## config.mk

```make
export PLATFORM = sky130hd
export DESIGN_NAME = phy_mode_link_status_logic
export DESIGN_NICKNAME = d
export VERILOG_FILES = /design/src/core/phy_status_pkg.sv /design/src/core/phy_mode_link_status_logic.sv
export SDC_FILE = /design/constraint.sdc
export NUM_CORES = 1
export LEC_CHECK = 0
export ABC_CLOCK_PERIOD_IN_PS = 7640
export BUFFER_PORTS_ARGS = -buffer_cell sky130_fd_sc_hd__buf_2
export CORE_ASPECT_RATIO = 1.25
export CORE_MARGIN = 2
export CORE_UTILIZATION = 65
export CTS_BUF_LIST = sky130_fd_sc_hd__clkbuf_8
export CTS_CLUSTER_SIZE = 8
export DETAILED_ROUTE_END_ITERATION = 10
export PLACE_DENSITY = 0.88
export SYNTH_ARGS = -nofsm -noshare
export SYNTH_HDL_FRONTEND = slang
export SYNTH_SLANG_ARGS = --single-unit
export TNS_END_PERCENT = 5
```

## constraint.sdc

```tcl
create_clock -name aclk -period 7.64 [get_ports aclk]
set_clock_uncertainty 0.2 [all_clocks]
set_input_delay 2.292 -clock aclk [delete_from_list [all_inputs] [get_ports aclk]]
set_output_delay 2.292 -clock aclk [all_outputs]
set_load 0.05 [all_outputs]
```

## src/core/phy_status_pkg.sv

```systemverilog
// Package: offsets, field layouts, reset values and timing for the PHY status block
package phy_status_pkg;
   // Register byte offsets
   localparam logic [7:0] OFS_BASIC_CTRL  = 8'h00;
   localparam logic [7:0] OFS_BASIC_STAT  = 8'h04;
   localparam logic [7:0] OFS_ADVERT      = 8'h08;
   localparam logic [7:0] OFS_GIG_CTRL    = 8'h0C;
   localparam logic [7:0] OFS_MS_STAT     = 8'h10;
   localparam logic [7:0] OFS_MODE_CTRL   = 8'h14;
   localparam logic [7:0] OFS_SPEED_STAT  = 8'h18;
   localparam logic [7:0] OFS_LINK_CTRL   = 8'h1C;
   localparam logic [7:0] OFS_EXPANSION   = 8'h20;
   localparam logic [7:0] OFS_EVENT_STAT  = 8'h24;
   // Basic control field positions
   localparam int BC_RESET = 15;
   localparam int BC_ANEN  = 12;
   localparam int BC_ISO   = 10;
   localparam int BC_DUPLEX = 8;
   // Basic status positions
   localparam int BS_LINK  = 2;
   localparam int BS_ANC   = 5;
   // Master/slave status positions
   localparam int MS_FAULT = 15;
   localparam int MS_LOCAL = 13;
   localparam int MS_REMOTE = 12;
   // Mode field position
   localparam int MODE_LSB = 11;
   // Link control fields
   localparam int LC_EN    = 15;
   localparam int LC_THR_LSB = 0;
   // Operating-mode codes
   localparam logic [4:0] MODE_AUTO_SINGLE = 5'h17;
   localparam logic [4:0] MODE_AUTO_MULTI  = 5'h18;
   localparam logic [4:0] MODE_MAN_SLAVE   = 5'h19;
   localparam logic [4:0] MODE_MAN_MASTER  = 5'h1A;
   // Gigabit control presets, bits 12..8
   localparam logic [4:0] GIG_AUTO_SINGLE = 5'h03;
   localparam logic [4:0] GIG_AUTO_MULTI  = 5'h0F;
   localparam logic [4:0] GIG_MAN_SLAVE   = 5'h13;
   localparam logic [4:0] GIG_MAN_MASTER  = 5'h1F;
   localparam logic [3:0] ADV_PRESET      = 4'hF;
   // Strap levels
   localparam logic [1:0] STRAP_GND  = 2'h0;
   localparam logic [1:0] STRAP_FAST = 2'h1;
   localparam logic [1:0] STRAP_GIG  = 2'h2;
   localparam logic [1:0] STRAP_VDD  = 2'h3;
   // Resolved speed encodings
   localparam logic [1:0] SPD_10   = 2'h0;
   localparam logic [1:0] SPD_100  = 2'h1;
   localparam logic [1:0] SPD_1000 = 2'h2;
   // Timing
   localparam int CLK_HZ      = 10_000_000;
   localparam int BLINK_MS    = 40;
   localparam int BLINK_CYC   = CLK_HZ / 1000 * BLINK_MS;
   localparam int BER_WIN_US  = 1000;
   localparam int BER_WIN_CYC = CLK_HZ / 1_000_000 * BER_WIN_US;
endpackage

```

## src/core/phy_mode_link_status_logic.sv

```systemverilog
// PHY mode decode, lamps, isolate, carrier sense and link status with AXI4-Lite registers
//
// Decided for this implementation: register access over AXI4-Lite and the placing of the registers.
`timescale 1ns/1ps
`default_nettype none
module phy_mode_link_status_logic
   import phy_status_pkg::*;
#(
   parameter int BLINK_CYCLES = BLINK_CYC,
   parameter int BER_CYCLES   = BER_WIN_CYC
) (
   input  wire logic        aclk,
   input  wire logic        aresetn,
   // AXI4-Lite slave
   input  wire logic [7:0]  s_axi_awaddr,
   input  wire logic        s_axi_awvalid,
   output logic             s_axi_awready,
   input  wire logic [31:0] s_axi_wdata,
   input  wire logic [3:0]  s_axi_wstrb,
   input  wire logic        s_axi_wvalid,
   output logic             s_axi_wready,
   output logic [1:0]       s_axi_bresp,
   output logic             s_axi_bvalid,
   input  wire logic        s_axi_bready,
   input  wire logic [7:0]  s_axi_araddr,
   input  wire logic        s_axi_arvalid,
   output logic             s_axi_arready,
   output logic [31:0]      s_axi_rdata,
   output logic [1:0]       s_axi_rresp,
   output logic             s_axi_rvalid,
   input  wire logic        s_axi_rready,
   // Strap levels, already decoded from pins
   input  wire logic [1:0]  mode_strap_high,
   input  wire logic [1:0]  mode_strap_low,
   // MAC side
   input  wire logic [7:0]  txd_in,
   input  wire logic        tx_control_in,
   output logic [7:0]       txd_path,
   output logic             tx_en_path,
   output logic             rx_control_out,
   // Receive symbol stream (encoded, unscrambled), one bit per clock
   input  wire logic        rx_bit,
   input  wire logic        sym_ssd,
   input  wire logic        sym_t,
   input  wire logic        sym_r,
   input  wire logic        sym_idle,
   input  wire logic        sym_valid,
   input  wire logic        rx_err_idle,
   input  wire logic        rx_packet,
   // Negotiation and partner
   input  wire logic        an_done,
   input  wire logic        an_fail,
   input  wire logic [1:0]  an_speed,
   input  wire logic        lp_ms_manual,
   input  wire logic        lp_ms_value,
   input  wire logic        local_trained,
   input  wire logic        remote_trained,
   input  wire logic        link_ok_lower,
   input  wire logic        repeater_mode,
   // Lamps
   output logic             gig_speed_lamp,
   output logic             fast_speed_lamp,
   output logic             base_speed_lamp
);
   // Refuse cycle counts the timers cannot serve
   if (BLINK_CYCLES < 2 || BER_CYCLES < 2) begin : g_bad_cycles
      $error("cycle parameters must be at least two");
   end

   // Synchronise off-domain inputs
   logic [1:0] sh_s1_r, sh_s2_r, sl_s1_r, sl_s2_r;
   logic [11:0] in_s1_r, in_s2_r;
   always_ff @(posedge aclk) begin
      sh_s1_r <= mode_strap_high;
      sh_s2_r <= sh_s1_r;
      sl_s1_r <= mode_strap_low;
      sl_s2_r <= sl_s1_r;
      in_s1_r <= {rx_bit, sym_ssd, sym_t, sym_r, sym_idle, sym_valid, rx_err_idle,
                  rx_packet, link_ok_lower, local_trained, remote_trained, tx_control_in};
      in_s2_r <= in_s1_r;
   end
   wire rxb   = in_s2_r[11];
   wire s_ssd = in_s2_r[10];
   wire s_t   = in_s2_r[9];
   wire s_r   = in_s2_r[8];
   wire s_idl = in_s2_r[7];
   wire s_val = in_s2_r[6];
   wire s_err = in_s2_r[5];
   wire s_pkt = in_s2_r[4];
   wire s_lok = in_s2_r[3];
   wire s_ltr = in_s2_r[2];
   wire s_rtr = in_s2_r[1];
   wire s_txc = in_s2_r[0];

   // Registers
   logic [15:0] bctrl_r, advert_r, gig_r, link_ctrl_r;
   logic [4:0]  mode_r;
   logic [2:0]  load_cnt_r;
   logic        anc_r, pdf_r, msf_r, ev_anc_r, link_r, carrier_r;

   // Mode presets from the latched mode field
   logic [4:0] gig_preset;
   logic       mode_ok;
   always_comb begin
      mode_ok = 1'b1;
      case (mode_r)
         MODE_AUTO_SINGLE: gig_preset = GIG_AUTO_SINGLE;
         MODE_AUTO_MULTI:  gig_preset = GIG_AUTO_MULTI;
         MODE_MAN_SLAVE:   gig_preset = GIG_MAN_SLAVE;
         MODE_MAN_MASTER:  gig_preset = GIG_MAN_MASTER;
         default: begin
            gig_preset = 5'h00;
            mode_ok    = 1'b0;
         end
      endcase
   end
   wire [4:0] strap_mode = (sh_s2_r == STRAP_GIG) ?
                           5'(MODE_AUTO_SINGLE + {3'h0, sl_s2_r}) : 5'h00;

   // AXI handshakes
   logic aw_ok_r, w_ok_r;
   logic [7:0] awaddr_r;
   logic [15:0] wdata_r;
   assign s_axi_awready = !aw_ok_r && !s_axi_bvalid;
   assign s_axi_wready  = !w_ok_r && !s_axi_bvalid;
   assign s_axi_arready = !s_axi_rvalid;
   wire do_wr = aw_ok_r && w_ok_r && !s_axi_bvalid;
   wire wr_bc = do_wr && awaddr_r == OFS_BASIC_CTRL;
   wire wr_ad = do_wr && awaddr_r == OFS_ADVERT;
   wire wr_gc = do_wr && awaddr_r == OFS_GIG_CTRL;
   wire wr_md = do_wr && awaddr_r == OFS_MODE_CTRL;
   wire wr_lc = do_wr && awaddr_r == OFS_LINK_CTRL;
   wire wr_ev = do_wr && awaddr_r == OFS_EVENT_STAT;
   wire wr_map = wr_bc | wr_ad | wr_gc | wr_md | wr_lc | wr_ev;
   wire sw_rst = wr_bc && wdata_r[BC_RESET];
   wire rd_ev = s_axi_arvalid && s_axi_arready && s_axi_araddr == OFS_EVENT_STAT;

   // Write capture and response
   always_ff @(posedge aclk) begin
      if (!aresetn) begin
         aw_ok_r <= 1'b0;
         w_ok_r <= 1'b0;
         awaddr_r <= 8'h00;
         wdata_r <= 16'h0000;
         s_axi_bvalid <= 1'b0;
         s_axi_bresp <= 2'h0;
      end else begin
         if (s_axi_awvalid && s_axi_awready) begin
            aw_ok_r <= 1'b1;
            awaddr_r <= s_axi_awaddr;
         end
         if (s_axi_wvalid && s_axi_wready) begin
            w_ok_r <= 1'b1;
            wdata_r <= s_axi_wdata[15:0];
         end
         if (do_wr) begin
            aw_ok_r <= 1'b0;
            w_ok_r <= 1'b0;
            s_axi_bvalid <= 1'b1;
            s_axi_bresp <= wr_map ? 2'h0 : 2'h2;
         end else if (s_axi_bready) begin
            s_axi_bvalid <= 1'b0;
         end
      end
   end

   // Control registers; straps load a few cycles after hw reset release only
   always_ff @(posedge aclk) begin
      if (!aresetn) begin
         load_cnt_r <= 3'h0;
         mode_r <= 5'h00;
         bctrl_r <= 16'h0000;
         advert_r <= 16'h0000;
         gig_r <= 16'h0000;
         link_ctrl_r <= 16'h0000;
      end else if (load_cnt_r < 3'h4) begin
         load_cnt_r <= 3'(load_cnt_r + 3'h1);
         if (load_cnt_r == 3'h3) begin
            mode_r <= strap_mode;
         end
      end else if (load_cnt_r == 3'h4) begin
         // One-shot preset, so later register writes, soft reset included, never re-run it
         load_cnt_r <= 3'h5;
         bctrl_r[13] <= 1'b0;
         bctrl_r[BC_ANEN] <= mode_ok;
         bctrl_r[6] <= mode_ok;
         advert_r[8:5] <= mode_ok ? ADV_PRESET : 4'h0;
         gig_r[12:8] <= gig_preset;
         mode_r <= mode_ok ? mode_r : 5'h00;
      end else begin
         if (wr_bc) bctrl_r <= {1'b0, wdata_r[14:0]};
         if (wr_ad) advert_r <= wdata_r;
         if (wr_gc) gig_r <= wdata_r;
         if (wr_md) mode_r <= wdata_r[15:11];
         if (wr_lc) link_ctrl_r <= wdata_r;
      end
   end
   wire isolate = bctrl_r[BC_ISO];
   wire full_dup = bctrl_r[BC_DUPLEX];

   // Isolate gates transmit path
   always_ff @(posedge aclk) begin
      if (!aresetn) begin
         txd_path <= 8'h00;
         tx_en_path <= 1'b0;
      end else begin
         txd_path <= isolate ? 8'h00 : txd_in;
         tx_en_path <= !isolate && s_txc;
      end
   end

   // Carrier detect over the bit stream
   typedef enum logic [1:0] {CS_IDLE, CS_PRE, CS_STREAM, CS_END} cs_e;
   cs_e cs_r;
   logic [9:0] win_r;
   logic [3:0] ones_r;
   logic       prev_idle_r;
   wire [9:0] win_nxt = {win_r[8:0], rxb};
   wire [3:0] zeros = 4'($countones(~win_nxt));
   wire two_sep = zeros >= 4'h3 || (zeros == 4'h2 && (~win_nxt & (~win_nxt >> 1)) == 10'h000);
   always_ff @(posedge aclk) begin
      if (!aresetn) begin
         cs_r <= CS_IDLE;
         win_r <= 10'h3FF;
         ones_r <= 4'h0;
         carrier_r <= 1'b0;
         prev_idle_r <= 1'b0;
      end else begin
         win_r <= win_nxt;
         ones_r <= rxb ? ((ones_r == 4'hA) ? ones_r : 4'(ones_r + 4'h1)) : 4'h0;
         prev_idle_r <= s_idl;
         case (cs_r)
            CS_IDLE: if (two_sep) begin
               cs_r <= CS_PRE;
               carrier_r <= 1'b1;
            end
            CS_PRE: if (s_ssd) begin
               cs_r <= CS_STREAM;
            end else if (ones_r == 4'h9 && rxb) begin
               cs_r <= CS_IDLE;
               carrier_r <= 1'b0;
            end
            CS_STREAM: if (s_t || s_idl) begin
               cs_r <= CS_END;
            end
            CS_END: if ((prev_idle_r && s_idl) || s_r) begin
               cs_r <= CS_IDLE;
               carrier_r <= 1'b0;
            end else begin
               cs_r <= CS_STREAM;
            end
            default: cs_r <= CS_IDLE;
         endcase
      end
   end
   assign rx_control_out = carrier_r || (!(full_dup || repeater_mode) && tx_en_path);

   // Link, faults and speed
   wire ms_both_manual = gig_r[12] && lp_ms_manual;
   wire ms_clash = ms_both_manual && (gig_r[11] == lp_ms_value);
   logic [15:0] ber_cnt_r;
   logic [31:0] win_cnt_r;
   logic        ber_trip_r;
   wire gig = an_speed == SPD_1000;
   wire link_nxt = s_lok && (!gig || (s_ltr && s_rtr && s_val)) && !ber_trip_r;
   always_ff @(posedge aclk) begin
      if (!aresetn || sw_rst) begin
         link_r <= 1'b0;
         anc_r <= 1'b0;
         pdf_r <= 1'b0;
         msf_r <= 1'b0;
         ev_anc_r <= 1'b0;
         ber_cnt_r <= 16'h0000;
         win_cnt_r <= 32'h0;
         ber_trip_r <= 1'b0;
      end else begin
         link_r <= link_nxt;
         anc_r <= an_done;
         if (an_done && !anc_r) ev_anc_r <= 1'b1;
         else if (rd_ev) ev_anc_r <= 1'b0;
         if (an_fail && !gig) pdf_r <= 1'b1;
         if ((an_fail && gig) || ms_clash) msf_r <= 1'b1;
         if (!link_ctrl_r[LC_EN] || !gig || !link_r) begin
            win_cnt_r <= 32'h0;
            ber_cnt_r <= 16'h0000;
         end else if (win_cnt_r == 32'(BER_CYCLES - 1)) begin
            win_cnt_r <= 32'h0;
            ber_cnt_r <= 16'h0000;
            ber_trip_r <= ber_cnt_r > {4'h0, link_ctrl_r[11:0]};
         end else begin
            win_cnt_r <= 32'(win_cnt_r + 32'h1);
            if (s_err) ber_cnt_r <= 16'(ber_cnt_r + 16'h1);
         end
      end
   end

   // Activity blink timer
   logic [31:0] blink_cnt_r;
   logic        blink_on_r, blink_ph_r;
   always_ff @(posedge aclk) begin
      if (!aresetn) begin
         blink_cnt_r <= 32'h0;
         blink_on_r <= 1'b0;
         blink_ph_r <= 1'b0;
      end else if (s_pkt || (tx_en_path && !blink_on_r)) begin
         blink_cnt_r <= 32'h0;
         blink_on_r <= 1'b1;
         blink_ph_r <= 1'b0;
      end else if (blink_on_r) begin
         if (blink_cnt_r == 32'(BLINK_CYCLES - 1)) begin
            blink_cnt_r <= 32'h0;
            blink_ph_r <= ~blink_ph_r;
            blink_on_r <= blink_ph_r ? 1'b0 : 1'b1;
         end else begin
            blink_cnt_r <= 32'(blink_cnt_r + 32'h1);
         end
      end
   end
   wire lamp_lvl = link_r && !(blink_on_r && blink_ph_r);
   always_ff @(posedge aclk) begin
      if (!aresetn) begin
         gig_speed_lamp <= 1'b0;
         fast_speed_lamp <= 1'b0;
         base_speed_lamp <= 1'b0;
      end else begin
         gig_speed_lamp <= lamp_lvl && an_speed == SPD_1000;
         fast_speed_lamp <= lamp_lvl && an_speed == SPD_100;
         base_speed_lamp <= lamp_lvl && an_speed == SPD_10;
      end
   end

   // Read mux
   logic [15:0] rd_val;
   always_comb begin
      case (s_axi_araddr)
         OFS_BASIC_CTRL: rd_val = bctrl_r;
         OFS_BASIC_STAT: rd_val = {10'h000, anc_r, 2'h0, link_r, 2'h0};
         OFS_ADVERT:     rd_val = advert_r;
         OFS_GIG_CTRL:   rd_val = gig_r;
         OFS_MS_STAT:    rd_val = {msf_r, 1'b0, s_ltr, s_rtr, 12'h000};
         OFS_MODE_CTRL:  rd_val = {mode_r, 11'h000};
         OFS_SPEED_STAT: rd_val = {14'h0000, an_speed};
         OFS_LINK_CTRL:  rd_val = link_ctrl_r;
         OFS_EXPANSION:  rd_val = {11'h000, pdf_r, 4'h0};
         OFS_EVENT_STAT: rd_val = {15'h0000, ev_anc_r};
         default:        rd_val = 16'h0000;
      endcase
   end
   wire rd_hit = s_axi_araddr <= OFS_EVENT_STAT && s_axi_araddr[1:0] == 2'h0;
   always_ff @(posedge aclk) begin
      if (!aresetn) begin
         s_axi_rvalid <= 1'b0;
         s_axi_rdata <= 32'h0;
         s_axi_rresp <= 2'h0;
      end else if (s_axi_arvalid && s_axi_arready) begin
         s_axi_rvalid <= 1'b1;
         s_axi_rdata <= {16'h0000, rd_val};
         s_axi_rresp <= rd_hit ? 2'h0 : 2'h2;
      end else if (s_axi_rready) begin
         s_axi_rvalid <= 1'b0;
      end
   end
endmodule
`default_nettype wire

```

# After elaboration in Yosys (flattened, before gate mapping)
# Cells that the tools add are included.
dict set report word_totals {
  inputBits 90
  output_inout_bits 54
  regBits 268
  elab_cells 253
}
dict set report op_classes {
  n_eq_ne 40
  order_cmp 4
  reduce_logical 94
  n_mux 43
  bitwise_logic 12
  n_addsub 15
}
# operator count
set op_table {}
lappend op_table {{case mux 16 bit (10 select lines)} 1}
lappend op_table {{adder 32 x 1 -> 32 bit (second input constant)} 2}
lappend op_table {{equality test 8 x 5 -> 1 bit (second input constant)} 6}
lappend op_table {{logical AND 1 bit} 36}
lappend op_table {{2-to-1 mux 5 bit} 7}
lappend op_table {{equality test 32 x 14 -> 1 bit (second input constant)} 1}
lappend op_table {{equality test 32 x 19 -> 1 bit (second input constant)} 1}
lappend op_table {{equality test 8 x 4 -> 1 bit (second input constant)} 4}
lappend op_table {{2-to-1 mux 32 bit} 1}
lappend op_table {{equality test 8 x 6 -> 1 bit (second input constant)} 3}
lappend op_table {{equality test 5 bit (second input constant)} 4}
lappend op_table {{case mux 5 bit (4 select lines)} 1}
lappend op_table {{AND reduction 3 bit} 6}
lappend op_table {{adder 16 x 1 -> 16 bit (second input constant)} 1}
lappend op_table {{greater-than comparator 16 x 12 -> 1 bit} 1}
lappend op_table {{logical NOT 8 bit} 2}
lappend op_table {{2-to-1 mux 1 bit} 16}
lappend op_table {{2-to-1 mux 2 bit} 8}
lappend op_table {{logical NOT 1 bit} 14}
lappend op_table {{2-to-1 mux 14 bit} 1}
lappend op_table {{nonzero test 2 bit} 7}
lappend op_table {{2-to-1 mux 13 bit} 1}
lappend op_table {{AND reduction 2 bit} 6}
lappend op_table {{logical OR 1 bit} 11}
lappend op_table {{37 further kinds} 67}

# Logic depth before layout (Yosys ltp)
dict set report depth {
  word_depth 10
  mapped_depth 12
  ltp_nobuf 12
}

# Least setup slack after synthesis
# No wires, ideal clock.
dict set report synth_path {
  path_type {input -> output}
  startpoint {input repeater_mode}
  endpoint {output rx_control_out}
  t_arrival_ns 3.495
  required_time_ns 5.148
  stages 1
  path_buffers 0
  path_slack_ns 1.653
  path_cell_list {o31ai_1}
}
dict set report synth_between {
  elab_chain_len 4
}
# item line_no
set synth_rtl {}
lappend synth_rtl {{from (decl)} phy_mode_link_status_logic.sv:59} ;# input wire logic repeater_mode,
lappend synth_rtl {{logical OR 1 bit} phy_mode_link_status_logic.sv:256} ;# assign rx_control_out = carrier_r || (!(full_dup || repeater_mode) && tx_en_path);
lappend synth_rtl {{logical NOT 1 bit} phy_mode_link_status_logic.sv:256}
lappend synth_rtl {{logical AND 1 bit} phy_mode_link_status_logic.sv:256}
lappend synth_rtl {{logical OR 1 bit} phy_mode_link_status_logic.sv:256}
lappend synth_rtl {{to (decl)} phy_mode_link_status_logic.sv:40} ;# output logic rx_control_out,
# No other way between the ends.

# Worst setup path after layout
# Same ends and word-level chain as after synthesis.

==> impl_metrics.ini <==
[cells_and_area]
drive_gt1_share_pct = 14.4
final_net_count = 1486
post-route-util_pct = 73.0
mostFrequentLayoutCell = dfxtp_1
num_antenna_cells = 0
area_growth_pct = 11.2
fillers = 1300
instances_no_fill = 1611
layout_common_cells = 266 x dfxtp_1, 185 x nand2_1, 146 x nor2_1

[timing]
rsz0062_at_grt = no
fin_ws_ps = 2260
finalSetupViolCount = 0
worstMarginPinSlew_ps = 1120
post-route-min-period_ps = 5380
final_max_slew_viol_count = 0
relSlewSlack_pct = 24.6
timing.fmax_mhz = 186
tns_ps = 0
fin_crit_sh_pct = 70.4
hold_viol_final = 0

[cts]
cts_tree = done
cts_sinks = 266
clkSlewWorstSetupHoldPaths_ps = 50
post_cts.repair.setup_buffers = 0
cts_resized = 0
cts_made_buffers = 42
clock_latency_ps = 560
htree_levels = 2
cts-root-buf = clkbuf_8
cts_buffer_depth = 3
ctsHoldBuffers = 0

[hold_path]
hold_depth = 0
hp-class = reg -> reg
worst_hold_path.endpoint = sl_s2_r[0]
hp-start = sl_s1_r[0]

[synthesis]
synth.avg_cell_area_um2 = 8.95
synth_edf_count = 0
yosysWarnings = 0
netlist_instances = 1268
yosys_register_bits = 266
synthesis.area_um2 = 11300
async_reset_ff_share_pct = 0
ys_seq_area_share_pct = 46.9
synth.distinct_cells = 72
synthFlopType = dfxtp_1

[floorplan]
core.rowCount = 54
ios = 144
die_w_um = 122
die_h_um = 152
core_um2 = 17300
dieArea_um2 = 18500
start_util_pct = 65.6

[worst_setup_path]
ff2ff_path_depth = 11
worstSetupStartpointType = input pin
rrSetupSlack_ps = 3640
crit_arrival_ps = 2890
crit_required_ps = 5150
regToRegStartpoint = in_s2_r[11]
cp-end-kind = output pin
worstPathMaxFanout = 1
path_class = in -> out
r2r_end = carrier_r

[grt]
grt_pass1_wl_mm = 42.8
grt_pass1_vias = 9140
grt.total_usage_pct = 28.9
antenna_found_initial = 0
gr-total-overflow = 0
grt_max_degree = 93

[power]
power_uw = 2830
vdd_drop_max_mv = 0.226
p_comb_share_pct = 8.0
leakage_uw = 0.00485
pwr-share-seq_pct = 52.3
p_int_uw = 2100
power.share.clock_pct = 39.8
sw_frac_of_total_pct = 25.9
pwr_density_cell_nw_per_um2 = 224
power_switching_uw = 732

[placed_design]
dp.cells = 1546
dpl_worst_slack_ps = 2260
place_congestion = 0.901
port_buffers = 105
hpwl_mm = 18.6

[routing]
wl_mm = 26.5
drt_first_iter_violations = 659
drc = 0
viasPerCell = 5.83
wire_per_inst_um = 16.5
num_vias = 9399
postRouteAntennaNets = 0
firstDrtPassIters = 6

[job]
drv_cap = 0

[outcome]
status = complete, no violations
## state kept, by name, indices dropped and copies added (netlist names), 2 cells and up
| name | count |
|---|---|
| advert_r | 16 |
| awaddr_r | 8 |
| bctrl_r | 15 |
| ber_cnt_r | 16 |
| blink_cnt_r | 32 |
| cs_r | 2 |
| gig_r | 16 |
| in_s1_r | 12 |
| in_s2_r | 12 |
| link_ctrl_r | 16 |
| load_cnt_r | 3 |
| mode_r | 5 |
| ones_r | 4 |
| s_axi_rdata | 16 |
| sh_s1_r | 2 |
| sh_s2_r | 2 |
| sl_s1_r | 2 |
| sl_s2_r | 2 |
| txd_path | 8 |
| wdata_r | 16 |
| win_cnt_r | 32 |
| win_r | 9 |
## synthesized netlist by cell type, drive strengths merged (6+ instances only)
cell type,n,area (um^2)
nand3,33,170
nand4,34,240
nor4b,6,65.1
inv,53,199
xnor2,40,350
nor4,29,245
and3,10,62.6
o221a,7,78.8
buf,47,304
a22oi,8,60.1
a22o,16,140
fa,6,120
mux2i,26,260
xor2,42,368
clkbuf,26,98.8
nor2b,9,56.3
and4,13,114
a21oi,89,445
nor3,18,100
dfxtp,266,5330
nor2,148,561
and2,17,106
a222oi,11,110
ha,24,300
nand2b,9,56.3
nand2,186,701
o21ai,27,139
## per-stage QoR
step / cell area (um^2) / hold slack [ps]
finish: 12600 / 124
global route: 12600 / 130
CTS: 12600 / 125
detailed placement: 11900 / 112
global placement: 11900 / 110
floorplan: 11400 / 110
## area by class of cell
class                      instances  area [um^2]  area share [%]
multi-input combinational        893         5480            43.5
clock buffer                      50          688            5.45
clock inverter                    15         80.1           0.635
timing repair buffer             110          563            4.46
tap                              224          280            2.22
sequential                       266         5330            42.2
inverter                          53          199            1.58
## power by group through the flow
stage	Sequential [uW]	Clock, uW	Combinational (uW)
after floorplan	1500	0	165
after global placement	1500	0	215
after detailed placement	1510	0	222
after CTS	1480	1140	224
after global routing	1480	1200	247
final	1480	1120	225
## critical path: stages
cell	delay (ps)
buf_2	100
o31ai_1	200
buf_2	300
## logic make-up (layout without fill, tap and decap cells)
| group | Yosys count | after routing | synth area share, % |
|---|---|---|---|
| adder cells (fa/ha/maj) | 30 | 30 | 3.70 |
| multiplexers | 27 | 27 | 2.39 |
| flip-flops | 266 | 266 | 46.9 |
| XOR/XNOR | 82 | 82 | 6.33 |
| AO/OA/AOI/OAI | 197 | 197 | 11.5 |
| other | 1 | 18 | 0.0330 |
| AND/OR/NAND/NOR | 539 | 539 | 23.8 |
| buffers and inverters | 126 | 228 | 5.30 |
## worst max-delay path by stage
stage | startpoint | endpoint
finish | repeater_mode | rx_control_out
floorplan | repeater_mode | rx_control_out
global placement | repeater_mode | rx_control_out
global route | repeater_mode | rx_control_out
CTS | repeater_mode | rx_control_out
detailed placement | repeater_mode | rx_control_out
## metal layers
layer	up-vias	track usage (%)	part of all wire, %
li1	4541	-	-
met1	4431	31.8	39
met2	344	52.7	51
met3	83	5.80	5.8
met4	0	14.3	4.0
met5	-	0	0
(Power assumes the default switching activity.)
